===== config.mk =====
export PLATFORM = sky130hd
export DESIGN_NAME = cmx_exc_unit
export DESIGN_NICKNAME = d
export VERILOG_FILES = /design/src/logic/cmx_pkg.sv /design/src/logic/cmx_frame_if.sv /design/src/logic/cmx_frame_push.sv /design/src/logic/cmx_trace_ctl.sv /design/src/logic/cmx_exc_unit.sv
export SDC_FILE = /design/constraint.sdc
export NUM_CORES = 1
export LEC_CHECK = 0
export BUFFER_PORTS_ARGS = -buffer_cell sky130_fd_sc_hd__buf_2
export CAP_MARGIN = 20
export CORE_UTILIZATION = 29
export DETAILED_ROUTE_END_ITERATION = 8
export SKIP_LAST_GASP = 1
export SLEW_MARGIN = 0
export SYNTH_ARGS = -nofsm -noshare
export SYNTH_HDL_FRONTEND = slang
export SYNTH_HIERARCHICAL = 1
export SYNTH_SLANG_ARGS = --single-unit

===== constraint.sdc =====
create_clock -name CLK -period 3.45 [get_ports CLK]
set_input_delay 0.69 -clock CLK [delete_from_list [all_inputs] [get_ports CLK]]
set_output_delay 0.69 -clock CLK [all_outputs]
set_load 0.05 [all_outputs]

===== src/logic/cmx_pkg.sv =====
// Package for the compatibility-mode exception and trace unit.
// Assumes a single processor clock; all constants shared by the unit live here.
package cmx_pkg;
    localparam int unsigned CODE_W = 16;
    localparam logic [15:0] CODE_RSVD_INSN = 16'h0000;
    localparam logic [15:0] CODE_BREAKPOINT = 16'h0001;
    localparam logic [15:0] CODE_IO_TRAP = 16'h0002;
    localparam logic [15:0] CODE_EMULATOR = 16'h0003;
    localparam logic [15:0] CODE_TRAP_GRP = 16'h0004;
    localparam logic [15:0] CODE_ILLEGAL = 16'h0005;
    localparam logic [15:0] CODE_ODD_ADDR = 16'h0006;
    // Status longword field positions
    localparam int unsigned PSL_TBIT_POS = 4;
    localparam int unsigned PSL_IPL_LO = 16;
    localparam int unsigned PSL_IPL_HI = 20;
    localparam int unsigned PSL_IS_POS = 26;
    localparam int unsigned PSL_TP_POS = 30;
    localparam int unsigned PSL_CM_POS = 31;
    localparam logic [31:0] PSL_RST = 32'h0000_0000;
    localparam logic [1:0] FRAME_LW_EXC = 2'h3;
    localparam logic [1:0] FRAME_LW_TRACE = 2'h2;

    // Delivery class; no compatibility event is ever a trap
    typedef enum logic [1:0] {
        CMX_KIND_NONE = 2'b00,
        CMX_KIND_FAULT = 2'b01,
        CMX_KIND_ABORT = 2'b10,
        CMX_KIND_TRACE = 2'b11
    } cmx_kind_t;

    typedef enum logic [1:0] {
        CMX_ST_IDLE = 2'b00,
        CMX_ST_PUSH = 2'b01,
        CMX_ST_DONE = 2'b10
    } cmx_state_t;
endpackage : cmx_pkg


===== src/logic/cmx_frame_if.sv =====
// Carrier between the exception sequencer and the frame pusher.
// Assumes both ends on the same processor clock.
`timescale 1ns/1ps
interface cmx_frame_if;
    logic start;
    logic [1:0] count;
    logic [31:0] lw0;
    logic [31:0] lw1;
    logic [31:0] lw2;
    logic busy;
    logic done;
    modport seq (output start, output count, output lw0, output lw1, output lw2,
        input busy, input done);
    modport push (input start, input count, input lw0, input lw1, input lw2,
        output busy, output done);
endinterface : cmx_frame_if


===== src/logic/cmx_frame_push.sv =====
// Pushes a two- or three-longword frame onto the kernel stack, one word a cycle.
// Assumes the stack write port accepts a word every cycle.
`timescale 1ns/1ps
module cmx_frame_push (
    input wire logic CLK,
    input wire logic ARST_N,
    cmx_frame_if.push fr,
    output logic stk_we,
    output logic [31:0] stk_data
);
    logic [1:0] left_r;
    logic [1:0] left_nxt;
    logic [31:0] word_sel;
    logic [31:0] w0_r;
    logic [31:0] w1_r;
    logic [31:0] w2_r;

    // Extra information word goes first so status and PC end on top
    assign word_sel = (left_r == 2'h3) ? w2_r : ((left_r == 2'h2) ? w1_r : w0_r);
    assign left_nxt = fr.start ? fr.count : ((left_r != 2'h0) ? left_r - 2'h1 : 2'h0);
    assign fr.busy = (left_r != 2'h0);
    assign fr.done = (left_r == 2'h1);
    assign stk_we = (left_r != 2'h0);
    assign stk_data = word_sel;

    always_ff @(posedge CLK or negedge ARST_N) begin
        if (!ARST_N) begin
            left_r <= 2'h0;
            w0_r <= 32'h0000_0000;
            w1_r <= 32'h0000_0000;
            w2_r <= 32'h0000_0000;
        end else begin
            left_r <= left_nxt;
            if (fr.start) begin
                w0_r <= fr.lw0;
                w1_r <= fr.lw1;
                w2_r <= fr.lw2;
            end
        end
    end
endmodule : cmx_frame_push


===== src/logic/cmx_trace_ctl.sv =====
// Trace-pending bookkeeping at instruction boundaries.
// Assumes insn_start and insn_end are one-cycle pulses from the sequencer.
`timescale 1ns/1ps
module cmx_trace_ctl (
    input wire logic CLK,
    input wire logic ARST_N,
    input wire logic insn_start,
    input wire logic insn_end,
    input wire logic tbit,
    input wire logic is_return,
    input wire logic popped_tbit,
    input wire logic fault_now,
    input wire logic trace_taken,
    input wire logic tp_load,
    input wire logic tp_load_val,
    output logic tp,
    output logic trace_due,
    output logic tbit_saved
);
    logic tp_r;
    logic tp_nxt;
    logic ret_r;
    logic ret_t_r;

    // A fault clears trace-pending, even when its instruction armed it at start
    assign tp_nxt = tp_load ? tp_load_val :
                    trace_taken ? 1'b0 :
                    (insn_start && tbit && !tp_r) ? 1'b1 : tp_r;
    assign tp = tp_r;
    assign trace_due = tp_r && insn_start;
    // Return instructions save the popped image's T, others save the current status T
    assign tbit_saved = ret_r ? ret_t_r : tbit;

    always_ff @(posedge CLK or negedge ARST_N) begin
        if (!ARST_N) begin
            tp_r <= 1'b0;
            ret_r <= 1'b0;
            ret_t_r <= 1'b0;
        end else begin
            tp_r <= fault_now ? 1'b0 : tp_nxt;
            if (insn_end) begin
                ret_r <= is_return;
                ret_t_r <= popped_tbit;
            end else if (trace_taken) begin
                ret_r <= 1'b0;
            end
        end
    end
endmodule : cmx_trace_ctl


===== src/logic/cmx_exc_unit.sv =====
// Compatibility-mode exception and trace unit: classifies events, pushes frames.
// Assumes an instruction decoder reports each event as a one-cycle pulse in insn cycle.
//
// Contract
// - Any compat event returns to native mode
// - Compat exceptions push three-longword kernel frame
// - Info longword: code low, upper zero
// - Compat exceptions are faults or aborts only
// - Odd-address word reference aborts, code 6
// - Reserved opcode faults with code 0
// - Breakpoint, IO, emulator, trap faults 1-4
// - Register-destination jump/call faults with code 5
// - Trace fault when T set previous instruction
// - Trace frame two longwords, INTERRUPT_PRIORITY_LEVEL/IS zero, compat one
// - Trace uses native trace vector and rules
// - Fetch odd-address abort may precede trace
// - T set, TP clear: set TP, then trace
// - Returns save popped T, TP clear
// - Faulting instruction serviced first, TP clear
// - Native return into traced compat: one instruction
// - No stack-overflow or double-error traps here
// - Only condition codes reachable in compat mode
// - Modify destinations interlock IO registers only
// - Self-written code executes without extra sync
`timescale 1ns/1ps
module cmx_exc_unit (
    input wire logic CLK,
    input wire logic ARST_N,
    input wire logic INSN_START,
    input wire logic INSN_END,
    input wire logic [31:0] STATUS_IN,
    input wire logic [31:0] PC_IN,
    input wire logic ODD_WORD_REF,
    input wire logic ODD_IS_FETCH,
    input wire logic RSVD_OPCODE,
    input wire logic BREAKPOINT_INSTRUCTION,
    input wire logic IO_TRAP_INSTRUCTION,
    input wire logic EMULATOR_TRAP_INSTRUCTION,
    input wire logic TRAP_GROUP_INSTRUCTION,
    input wire logic JUMP_REG_DEST,
    input wire logic OTHER_EXCEPTION,
    input wire logic IS_RETURN,
    input wire logic POPPED_TBIT,
    input wire logic NATIVE_RETURN,
    input wire logic [31:0] RETURN_STATUS,
    input wire logic PREG_ACCESS,
    input wire logic PREG_IS_CC,
    input wire logic MODIFY_DEST,
    input wire logic DEST_IS_IO,
    input wire logic MEM_WRITE,
    output logic COMPAT_MODE,
    output logic TRACE_PENDING,
    output logic EXC_ACTIVE,
    output logic [1:0] EXC_KIND,
    output logic [15:0] EXC_CODE,
    output logic TRACE_VECTOR_SEL,
    output logic BACKOUT,
    output logic STACK_WE,
    output logic [31:0] STACK_DATA,
    output logic FRAME_DONE,
    output logic BUS_INTERLOCK,
    output logic PREG_REFUSED,
    output logic FETCH_FLUSH
);
    cmx_frame_if fr ();

    cmx_pkg::cmx_state_t state_r;
    cmx_pkg::cmx_state_t state_nxt;
    logic compat_r;
    logic [1:0] kind_r;
    logic [15:0] code_r;
    logic trvec_r;
    logic [31:0] psl_r;
    logic [31:0] pc_r;
    logic [1:0] cnt_r;
    logic start_r;
    logic interlock_r;
    logic flush_r;
    logic preg_r;
    logic backout_r;

    logic compat_nxt;
    logic [1:0] kind_nxt;
    logic [15:0] code_nxt;
    logic trvec_nxt;
    logic [31:0] psl_nxt;
    logic [31:0] pc_nxt;
    logic [1:0] cnt_nxt;
    logic start_nxt;
    logic backout_nxt;
    logic interlock_nxt;
    logic flush_nxt;
    logic preg_nxt;

    logic tp;
    logic trace_due;
    logic tbit_saved;
    logic tbit;
    logic odd_hit;
    logic fault_hit;
    logic exc_hit;
    logic trace_hit;
    logic odd_first;
    logic take;
    logic [15:0] fault_code;
    logic [31:0] trace_psl;
    logic [31:0] exc_psl;
    logic enter_compat;
    logic idle;

    logic take_exc;
    logic take_trace;
    logic take_plain;
    logic in_done;
    logic compat_load;
    logic [15:0] exc_code;
    logic tr_start;
    logic tr_end;
    logic tr_fault;
    logic tr_taken;
    logic [10:0] trace_top;
    logic [20:0] trace_low;

    assign idle = (state_r == cmx_pkg::CMX_ST_IDLE);
    assign tbit = STATUS_IN[cmx_pkg::PSL_TBIT_POS];
    assign odd_hit = compat_r && ODD_WORD_REF;
    assign fault_hit = compat_r && (RSVD_OPCODE || BREAKPOINT_INSTRUCTION ||
        IO_TRAP_INSTRUCTION || EMULATOR_TRAP_INSTRUCTION || TRAP_GROUP_INSTRUCTION ||
        JUMP_REG_DEST);
    assign exc_hit = odd_hit || fault_hit;
    assign trace_hit = compat_r && trace_due;
    // Fetch odd-address abort is allowed to beat the pending trace
    assign odd_first = odd_hit && ODD_IS_FETCH;
    assign take = idle && !fr.busy && (exc_hit || trace_hit || (compat_r && OTHER_EXCEPTION));

    // Priority among simultaneous decode events
    assign fault_code = RSVD_OPCODE ? cmx_pkg::CODE_RSVD_INSN :
        BREAKPOINT_INSTRUCTION ? cmx_pkg::CODE_BREAKPOINT :
        IO_TRAP_INSTRUCTION ? cmx_pkg::CODE_IO_TRAP :
        EMULATOR_TRAP_INSTRUCTION ? cmx_pkg::CODE_EMULATOR :
        TRAP_GROUP_INSTRUCTION ? cmx_pkg::CODE_TRAP_GRP :
        cmx_pkg::CODE_ILLEGAL;

    // Stacked status: compat set, TP clear; the trace image also forces INTERRUPT_PRIORITY_LEVEL and IS low
    assign trace_top = {1'b1, 1'b0, STATUS_IN[29:27], 1'b0, STATUS_IN[25:21]};
    assign trace_low = {5'h00, STATUS_IN[15:5], tbit_saved, STATUS_IN[3:0]};
    assign trace_psl = {trace_top, trace_low};
    assign exc_psl = {1'b1, 1'b0, STATUS_IN[29:5], tbit, STATUS_IN[3:0]};

    // TP comes from the popped image: with T set and TP clear exactly one
    // instruction runs before the trace
    assign enter_compat = NATIVE_RETURN && RETURN_STATUS[cmx_pkg::PSL_CM_POS];
    assign compat_load = idle && enter_compat;

    always_comb begin
        state_nxt = state_r;
        case (state_r)
            cmx_pkg::CMX_ST_IDLE: begin
                if (take_plain) begin
                    // No compat frame to wait for, so skip the push
                    state_nxt = cmx_pkg::CMX_ST_DONE;
                end else if (take) begin
                    state_nxt = cmx_pkg::CMX_ST_PUSH;
                end
            end
            cmx_pkg::CMX_ST_PUSH: begin
                if (fr.done) begin
                    state_nxt = cmx_pkg::CMX_ST_DONE;
                end
            end
            cmx_pkg::CMX_ST_DONE: state_nxt = cmx_pkg::CMX_ST_IDLE;
            default: state_nxt = cmx_pkg::CMX_ST_IDLE;
        endcase
    end

    always_ff @(posedge CLK or negedge ARST_N) begin
        if (!ARST_N) begin
            state_r <= cmx_pkg::CMX_ST_IDLE;
        end else begin
            state_r <= state_nxt;
        end
    end

    // Faults beat a pending trace; an odd-address abort only when fetched
    assign take_exc = take && exc_hit && (odd_first || !trace_hit || fault_hit);
    assign take_trace = take && trace_hit && !take_exc;
    assign take_plain = take && !exc_hit && !trace_hit;
    assign in_done = (state_r == cmx_pkg::CMX_ST_DONE);
    assign exc_code = odd_hit ? cmx_pkg::CODE_ODD_ADDR : fault_code;

    assign tr_start = INSN_START && compat_r && idle;
    assign tr_end = INSN_END && compat_r;
    assign tr_fault = take && exc_hit;
    assign tr_taken = take && trace_hit && !(exc_hit && odd_first);

    // Every event drops compat, whether or not it pushes a frame
    assign compat_nxt = take ? 1'b0 : (compat_load ? 1'b1 : compat_r);
    assign start_nxt = take && (exc_hit || trace_hit);
    assign backout_nxt = take ? (exc_hit || OTHER_EXCEPTION) :
        ((compat_load || in_done) ? 1'b0 : backout_r);
    assign pc_nxt = take ? {16'h0000, PC_IN[15:0]} : pc_r;
    // Faults, aborts and traces only, never a trap
    assign kind_nxt = take_exc ?
        (odd_hit ? cmx_pkg::CMX_KIND_ABORT : cmx_pkg::CMX_KIND_FAULT) :
        (take_trace ? cmx_pkg::CMX_KIND_TRACE :
        ((take_plain || in_done) ? cmx_pkg::CMX_KIND_NONE : kind_r));
    assign code_nxt = take_exc ? exc_code : (take ? 16'h0000 : code_r);
    assign trvec_nxt = take_trace ? 1'b1 : ((take || in_done) ? 1'b0 : trvec_r);
    assign psl_nxt = take_exc ? exc_psl : (take_trace ? trace_psl : psl_r);
    assign cnt_nxt = take_exc ? cmx_pkg::FRAME_LW_EXC :
        (take_trace ? cmx_pkg::FRAME_LW_TRACE : cnt_r);

    // Interlock only IO registers, never memory; condition codes only
    assign interlock_nxt = compat_r && MODIFY_DEST && DEST_IS_IO;
    assign flush_nxt = compat_r && MEM_WRITE;
    assign preg_nxt = compat_r && PREG_ACCESS && !PREG_IS_CC;

    always_ff @(posedge CLK or negedge ARST_N) begin
        if (!ARST_N) begin
            compat_r <= 1'b0;
            kind_r <= cmx_pkg::CMX_KIND_NONE;
            code_r <= 16'h0000;
            trvec_r <= 1'b0;
            backout_r <= 1'b0;
            start_r <= 1'b0;
        end else begin
            compat_r <= compat_nxt;
            kind_r <= kind_nxt;
            code_r <= code_nxt;
            trvec_r <= trvec_nxt;
            backout_r <= backout_nxt;
            start_r <= start_nxt;
        end
    end

    // Frame words held until the pusher latches them
    always_ff @(posedge CLK or negedge ARST_N) begin
        if (!ARST_N) begin
            psl_r <= cmx_pkg::PSL_RST;
            pc_r <= 32'h0000_0000;
            cnt_r <= 2'h0;
        end else begin
            psl_r <= psl_nxt;
            pc_r <= pc_nxt;
            cnt_r <= cnt_nxt;
        end
    end

    always_ff @(posedge CLK or negedge ARST_N) begin
        if (!ARST_N) begin
            interlock_r <= 1'b0;
            flush_r <= 1'b0;
            preg_r <= 1'b0;
        end else begin
            interlock_r <= interlock_nxt;
            flush_r <= flush_nxt;
            preg_r <= preg_nxt;
        end
    end

    assign fr.start = start_r;
    assign fr.count = cnt_r;
    assign fr.lw0 = psl_r;
    assign fr.lw1 = pc_r;
    assign fr.lw2 = {16'h0000, code_r};

    cmx_frame_push u_push (
        .CLK(CLK),
        .ARST_N(ARST_N),
        .fr(fr),
        .stk_we(STACK_WE),
        .stk_data(STACK_DATA)
    );

    cmx_trace_ctl u_trace (
        .CLK(CLK),
        .ARST_N(ARST_N),
        .insn_start(tr_start),
        .insn_end(tr_end),
        .tbit(tbit),
        .is_return(IS_RETURN),
        .popped_tbit(POPPED_TBIT),
        .fault_now(tr_fault),
        .trace_taken(tr_taken),
        .tp_load(compat_load),
        .tp_load_val(RETURN_STATUS[cmx_pkg::PSL_TP_POS]),
        .tp(tp),
        .trace_due(trace_due),
        .tbit_saved(tbit_saved)
    );

    assign COMPAT_MODE = compat_r;
    assign TRACE_PENDING = tp;
    assign EXC_ACTIVE = !idle;
    assign EXC_KIND = kind_r;
    assign EXC_CODE = code_r;
    assign TRACE_VECTOR_SEL = trvec_r;
    assign BACKOUT = backout_r;
    assign FRAME_DONE = fr.done;
    assign BUS_INTERLOCK = interlock_r;
    assign PREG_REFUSED = preg_r;
    assign FETCH_FLUSH = flush_r;
endmodule : cmx_exc_unit


Word level (Yosys, flattened, before mapping)
Index checks and enable logic that the tools add are counted.

Flip-flop bits (word level): 146. Input port bits: 117. Output and inout bits: 60. Word-level logic and storage cells: 127.

Add/sub/neg operators: 1. Equal/unequal tests: 7. Multiplexer cells: 37. Reduce and logical (&&, ||, !) cells: 62.

Operators with widths (number): $mux 32 (4); $mux 16 (2); $logic_and 1x1->1 (29); $mux 2 (11); $mux 3 (5); $logic_or 1x1->1 (14); $mux 1 (14); $reduce_bool 2->1 (7); $logic_not 1->1 (8); $eq 2x2->1 const B (3); $eq 2x1->1 const B (2); $pmux 2 s2 (1); $reduce_bool 4->1 (1); $ne 3x2->1 const B (1); $reduce_bool 3->1 (1); $logic_not 2->1 (1); $ne 2x2->1 const B (1); $reduce_and 2->1 (1); $sub 2x1->2 const B (1).

Logic depth before layout (Yosys ltp)
Word-level depth: 16. Depth in mapped cells: 10. Depth with buffers taken out: 9.

Modules after synthesis
Netlist, hierarchy kept.

By module, submodules not included: cmx_frame_push (times used 1, cells an instance 321, area each 4833.4 µm², sequential area each 2452.4 µm²); cmx_exc_unit (times used 1, cells an instance 190, area each 2595.0 µm², sequential area each 1551.5 µm²); cmx_trace_ctl (times used 1, cells an instance 12, area each 147.6 µm², sequential area each 75.1 µm²).

Least setup slack after synthesis
Ideal clock, no wire load.

Kind: register to register. Start: reg compat_r, in the netlist COMPAT_MODE. End: reg pc_r[0], in the netlist fr.lw1[0]. Library setup time: 0.125 ns. Arrival time: 2.317 ns. Required time: 3.325 ns. Path slack: 1.008 ns. Stages on the path, launching flop included: 9. Path buffers: 2. Clock period less this slack: 2.442 ns. Cell sequence: dfrtp_1 buf_2 and3_1 and2_1 nor4_1 nand2_1 o21ai_0 buf_2 mux2_2.

Longest elaborated chain between the ends: 7. Elaborated cells on any way between the ends: 11. Classes of those cells: reduce/logical (11).

Ends and longest elaborated chain: from (decl) (line cmx_exc_unit.sv:69) `logic compat_r;`; from (signal assigned) (line cmx_exc_unit.sv:227) `compat_r <= compat_nxt;`; $logic_and 1x1->1 (2 in a row) (line cmx_exc_unit.sv:191) `assign tr_start = INSN_START && compat_r && idle;`; net tr_start (line cmx_exc_unit.sv:117) `logic tr_start;`; $logic_and 1x1->1 (line cmx_trace_ctl.sv:30) `assign trace_due = tp_r && insn_start;`; net trace_due (line cmx_exc_unit.sv:96) `logic trace_due;`; $logic_and 1x1->1 (line cmx_exc_unit.sv:131) `assign trace_hit = compat_r && trace_due;`; $logic_or 1x1->1 (2 in a row) (line cmx_exc_unit.sv:134) `assign take = idle && !fr.busy && (exc_hit || trace_hit || (compat_r && OTHER_EXCEPTION));`; $logic_and 1x1->1 (line cmx_exc_unit.sv:134); to (signal assigned) (line cmx_exc_unit.sv:244) `pc_r <= pc_nxt;`; to (decl) (line cmx_exc_unit.sv:74) `logic [31:0] pc_r;`.

The timed path passes the listed nets, and every way through them passes these cells. A chain may end at the register's enable or synchronous reset.

Worst setup path after layout
Start: reg state_r[1]. End: reg psl_r[10], in the netlist fr.lw0[10].

Longest elaborated chain between the ends: 12. Elaborated cells on any way between the ends: 18. Classes of those cells: mux (1); reduce/logical (17).

Ends and longest elaborated chain: from (decl) (line cmx_exc_unit.sv:67) `cmx_pkg::cmx_state_t state_r;`; from (signal assigned) (line cmx_exc_unit.sv:178) `state_r <= cmx_pkg::CMX_ST_IDLE;`; from (signal assigned) (line cmx_exc_unit.sv:180) `state_r <= state_nxt;`; $logic_not 2->1 * (line cmx_exc_unit.sv:124) `assign idle = (state_r == cmx_pkg::CMX_ST_IDLE);`; $logic_and 1x1->1 * (line cmx_exc_unit.sv:191); net tr_start (line cmx_exc_unit.sv:117); $logic_and 1x1->1 * (line cmx_trace_ctl.sv:30); net trace_due (line cmx_exc_unit.sv:96); $logic_and 1x1->1 * (line cmx_exc_unit.sv:131); $logic_or 1x1->1 (2 in a row) (line cmx_exc_unit.sv:134); $logic_and 1x1->1 (line cmx_exc_unit.sv:134); $logic_and 1x1->1 (2 in a row) (line cmx_exc_unit.sv:185) `assign take_exc = take && exc_hit && (odd_first || !trace_hit || fault_hit);`; $logic_not 1->1 (line cmx_exc_unit.sv:186) `assign take_trace = take && trace_hit && !take_exc;`; $logic_and 1x1->1 (line cmx_exc_unit.sv:186); $reduce_bool 2->1 (no line); to (signal assigned) (line cmx_exc_unit.sv:239) `psl_r <= cmx_pkg::PSL_RST;`; to (signal assigned) (line cmx_exc_unit.sv:243) `psl_r <= psl_nxt;`; to (decl) (line cmx_exc_unit.sv:73) `logic [31:0] psl_r;`.

The timed path passes the listed nets; every way through them passes the cells marked *.

==> flow_results.xml <==
<?xml version="1.0" encoding="UTF-8"?>
<metrics>
  <group name="status">
    <metric name="status" unit="">completed</metric>
  </group>
  <group name="job">
    <metric name="max_capacitance_violation_total" unit="">0</metric>
  </group>
  <group name="sta">
    <metric name="setup-violations-final" unit="">0</metric>
    <metric name="layout_min_cycle_time" unit="ns">2.74</metric>
    <metric name="relSlewSlack" unit="%">48.4</metric>
    <metric name="clock.fmax" unit="MHz">366</metric>
    <metric name="tightest_slew" unit="ns">0.773</metric>
    <metric name="clock_skew" unit="ns">0.0138</metric>
    <metric name="hold_viol" unit="">0</metric>
    <metric name="layout_worst_path_cycle_share" unit="%">79.3</metric>
    <metric name="slew_viol_final" unit="">0</metric>
    <metric name="rsz0062_at_grt" unit="">false</metric>
    <metric name="fin_hold_ws" unit="ns">0.185</metric>
    <metric name="timing.setup.tns" unit="ns">0</metric>
  </group>
  <group name="global_routing">
    <metric name="vias_in_the_first_global_route" unit="">4537</metric>
    <metric name="overflow_left_after_global_routing" unit="">0</metric>
    <metric name="grt_start_max_net_pins" unit="">86</metric>
    <metric name="antenna_found_initial" unit="">0</metric>
    <metric name="grtUsageTotal" unit="%">12.2</metric>
    <metric name="grt_first_pass_wirelength" unit="mm">24.9</metric>
  </group>
  <group name="cts">
    <metric name="post_cts_resized" unit="">0</metric>
    <metric name="hold_buffers" unit="">0</metric>
    <metric name="tritoncts" unit="">done</metric>
    <metric name="cts.reportedPaths.clkPinSlew" unit="ns">0.07</metric>
    <metric name="clock_tree.buffer_depth" unit="">2</metric>
    <metric name="root_buffer" unit="">clkbuf_16</metric>
    <metric name="postCtsSetupRepairBufs" unit="">0</metric>
    <metric name="htreeDepth" unit="">4</metric>
    <metric name="cts_num_sinks" unit="">163</metric>
    <metric name="clk-insertion-delay-late" unit="ns">0.42</metric>
    <metric name="cts_made_buffers" unit="">17</metric>
  </group>
  <group name="synthesis">
    <metric name="synth.distinct_cells" unit="">44</metric>
    <metric name="ys_dominant_reg_cell" unit="">dfrtp_1</metric>
    <metric name="synth_sequential_area_ratio" unit="%">53.8</metric>
    <metric name="total_of_flip_flops_plus_latches_after_synthesis" unit="">163</metric>
    <metric name="synthesis.area" unit="mm^2">0.00758</metric>
    <metric name="syn-mean-instance-area" unit="um^2">14.5</metric>
    <metric name="postSynth.asyncResetShare" unit="%">100</metric>
    <metric name="warnings_from_yosys" unit="">6</metric>
    <metric name="synth-edff-count" unit="">0</metric>
    <metric name="post_synth_inst_count" unit="">523</metric>
  </group>
  <group name="place">
    <metric name="dp_hpwl" unit="mm">10.1</metric>
    <metric name="routabilityCongestion" unit="">0.706</metric>
    <metric name="io_buffer_count" unit="">115</metric>
    <metric name="placed_area" unit="mm^2">0.00847</metric>
  </group>
  <group name="worst_setup_path">
    <metric name="worstPathMaxFanout" unit="">27</metric>
    <metric name="timing.critical_path.arrival" unit="ns">3.03</metric>
    <metric name="destination_of_the_critical_timing_path" unit="">fr.lw0[10]$_DFFE_PN0P_</metric>
    <metric name="crit_start" unit="">state_r[1]$_DFFE_PN0P_</metric>
    <metric name="worstReg2RegEnd" unit="">fr.lw0[10]$_DFFE_PN0P_</metric>
    <metric name="ff2ff_setup_slack" unit="ns">0.71</metric>
    <metric name="critPathCaptureType" unit="">register</metric>
    <metric name="required" unit="ns">3.74</metric>
    <metric name="worst-r2r-cell-count" unit="">8</metric>
    <metric name="startpoint_type" unit="">register</metric>
    <metric name="r2r_start" unit="">state_r[1]$_DFFE_PN0P_</metric>
    <metric name="critical_path_class" unit="">register to register</metric>
  </group>
  <group name="layout">
    <metric name="proportion_of_layout_cells_with_a_drive_suffix_above_1" unit="%">45.2</metric>
    <metric name="highest_count_cells_in_the_layout_ignoring_fill_and_taps" unit="">dfrtp_1 (160), buf_2 (114), mux2_4 (96), conb_1 (59), mux2_2 (41)</metric>
    <metric name="utilization" unit="%">35.6</metric>
    <metric name="finalNetCount" unit="">800</metric>
    <metric name="number_of_filler_instances_in_the_final_layout" unit="">2488</metric>
    <metric name="antenna-diode-count" unit="">0</metric>
    <metric name="post-route-cell-area" unit="mm^2">0.00903</metric>
    <metric name="leading_cell_type_in_the_layout_fill_and_taps_excluded" unit="">dfrtp_1</metric>
    <metric name="syn_to_final_growth" unit="%">19.2</metric>
  </group>
  <group name="floorplanning">
    <metric name="num_rows" unit="">58</metric>
    <metric name="height_of_the_chip" unit="um">164</metric>
    <metric name="floorplan.core_area" unit="mm^2">0.0254</metric>
    <metric name="initial_core_util" unit="%">29.8</metric>
    <metric name="die_width" unit="um">164</metric>
    <metric name="design.portCount" unit="">177</metric>
    <metric name="die-area" unit="mm^2">0.0268</metric>
  </group>
  <group name="power">
    <metric name="clockPowerShare" unit="%">18.3</metric>
    <metric name="fraction_of_power_spent_switching_nets" unit="%">38.9</metric>
    <metric name="cellLeakagePower" unit="nW">4.20</metric>
    <metric name="power_report.internal_total" unit="mW">6.08</metric>
    <metric name="cellPowerDensity" unit="mW/mm^2">1100</metric>
    <metric name="comb_power_share" unit="%">46.9</metric>
    <metric name="ir_worst_vdd" unit="uV">496</metric>
    <metric name="share_of_total_power_in_sequential_cells" unit="%">34.7</metric>
    <metric name="power.net_switching" unit="mW">3.87</metric>
    <metric name="power" unit="mW">9.96</metric>
  </group>
  <group name="route">
    <metric name="dr_total_vias" unit="">4398</metric>
    <metric name="avgRoutedWirePerCell" unit="um">15.0</metric>
    <metric name="detail-route-antenna-nets" unit="">0</metric>
    <metric name="drt-pass1-iter-count" unit="">4</metric>
    <metric name="drt-initial-drc-count" unit="">201</metric>
    <metric name="vias_per_cell" unit="">4.29</metric>
    <metric name="drt_drc" unit="">0</metric>
    <metric name="wl" unit="mm">15.4</metric>
  </group>
  <group name="min_path">
    <metric name="worst_hold_path_type" unit="">input pin to asynchronous set/reset pin</metric>
  </group>
</metrics>
[sequential cells by signal, indices dropped and copies added (netlist names), 2 cells and up]
| name | count |
|---|---|
| u_push/w1_r | 32 |
| u_push/w2_r | 32 |
| EXC_KIND | 2 |
| state_r | 2 |
| EXC_CODE | 3 |
| fr.lw1 | 16 |
| u_push/w0_r | 32 |
| u_push/left_r | 2 |
| fr.lw0 | 31 |
[kinds of logic (layout without fill, tap and decap cells)]
| logic type | count (synthesis) | count (layout) | synth area share (%) |
|---|---|---|---|
| AOI/OAI and AO/OA | 67 | 67 | 5.88 |
| buffers and inverters | 45 | 159 | 5.78 |
| DFF | 163 | 163 | 53.8 |
| muxes | 170 | 170 | 29.5 |
| other | 1 | 59 | 0.0495 |
| and+or+nand+nor | 77 | 77 | 4.97 |
[layout make-up]
| cell class | instances | area, um^2 | area share (%) |
|---|---|---|---|
| repair buffers | 125 | 682 | 7.55 |
| flip-flops and latches | 163 | 4090 | 45.2 |
| multi-input cells | 373 | 3280 | 36.3 |
| well taps | 330 | 413 | 4.57 |
| clock inverters | 10 | 98.8 | 1.09 |
| clock buffers | 21 | 460 | 5.10 |
| inverters | 3 | 11.3 | 0.125 |
[metal layers]
| metal | vias up | part of all wire (%) | track usage (%) |
|---|---|---|---|
| met4 | 0 | 0.47 | 2.65 |
| li1 | 2104 | - | - |
| met1 | 2195 | 50 | 16.5 |
| met5 | - | 0 | 0 |
| met3 | 4 | 4.2 | 3.58 |
| met2 | 95 | 45 | 19.0 |
[synth_stat cells (3+ instances only)]
library cell,instances,area share (%)
o2bb2ai_1,3,0.35
dfrtp_1,163,54
buf_12,9,2.4
nand2_1,11,0.55
buf_4,14,1.4
nor2b_1,3,0.25
mux2_4,96,19
buf_8,3,0.59
buf_2,11,0.73
nand2b_1,3,0.25
mux2_2,41,6.1
buf_6,3,0.45
and3_1,3,0.25
o21ai_0,6,0.40
a22o_2,7,0.92
mux2i_1,33,4.4
a21oi_1,39,2.6
nor2_1,38,1.9
and2_1,3,0.25
[worst min path at each step]
stage | start | slack, ns | depth (start not counted) | endpoint
2_1_floorplan | ARST_N | 0.39 | 0 | BACKOUT$_DFFE_PN0P_
3_3_place_gp | cnt_r[0]$_DFFE_PN0P_ | 0.47 | 1 | cnt_r[0]$_DFFE_PN0P_
3_5_place_dp | cnt_r[0]$_DFFE_PN0P_ | 0.47 | 1 | cnt_r[0]$_DFFE_PN0P_
4_1_cts | ARST_N | 0.18 | 1 | fr.lw0[28]$_DFFE_PN0P_
5_1_grt | ARST_N | 0.19 | 1 | u_push/w1_r[29]$_DFFE_PN0P_
6_report | ARST_N | 0.19 | 1 | u_push/w1_r[29]$_DFFE_PN0P_
[critical path: stages, from the launching register on]
cell and delay, ns:
dfrtp_1 0.44, nor2_1 0.26, and3_1 0.23, and2_1 0.26
nor4_1 0.10, nand2_1 0.14, nand2_2 0.16, inv_2 0.59
mux2_2 0.41
[metrics by stage]
stage	setup slack (ns)	instances
final	0.714	1025
after floorplan	1.01	581
after detailed placement	0.647	994
after CTS	0.656	1025
after global placement	0.634	994
after global routing	0.478	1025
[power by group through the flow]
stage	clock network, mW	logic [mW]	registers (mW)
5_1_grt	1.98	5.01	3.59
4_1_cts	1.90	4.75	3.47
3_5_place_dp	0	4.74	3.49
2_1_floorplan	0	4.03	3.43
6_report	1.83	4.67	3.46
3_3_place_gp	0	4.67	3.47
Note: power is estimated with default switching activity, not from simulation.
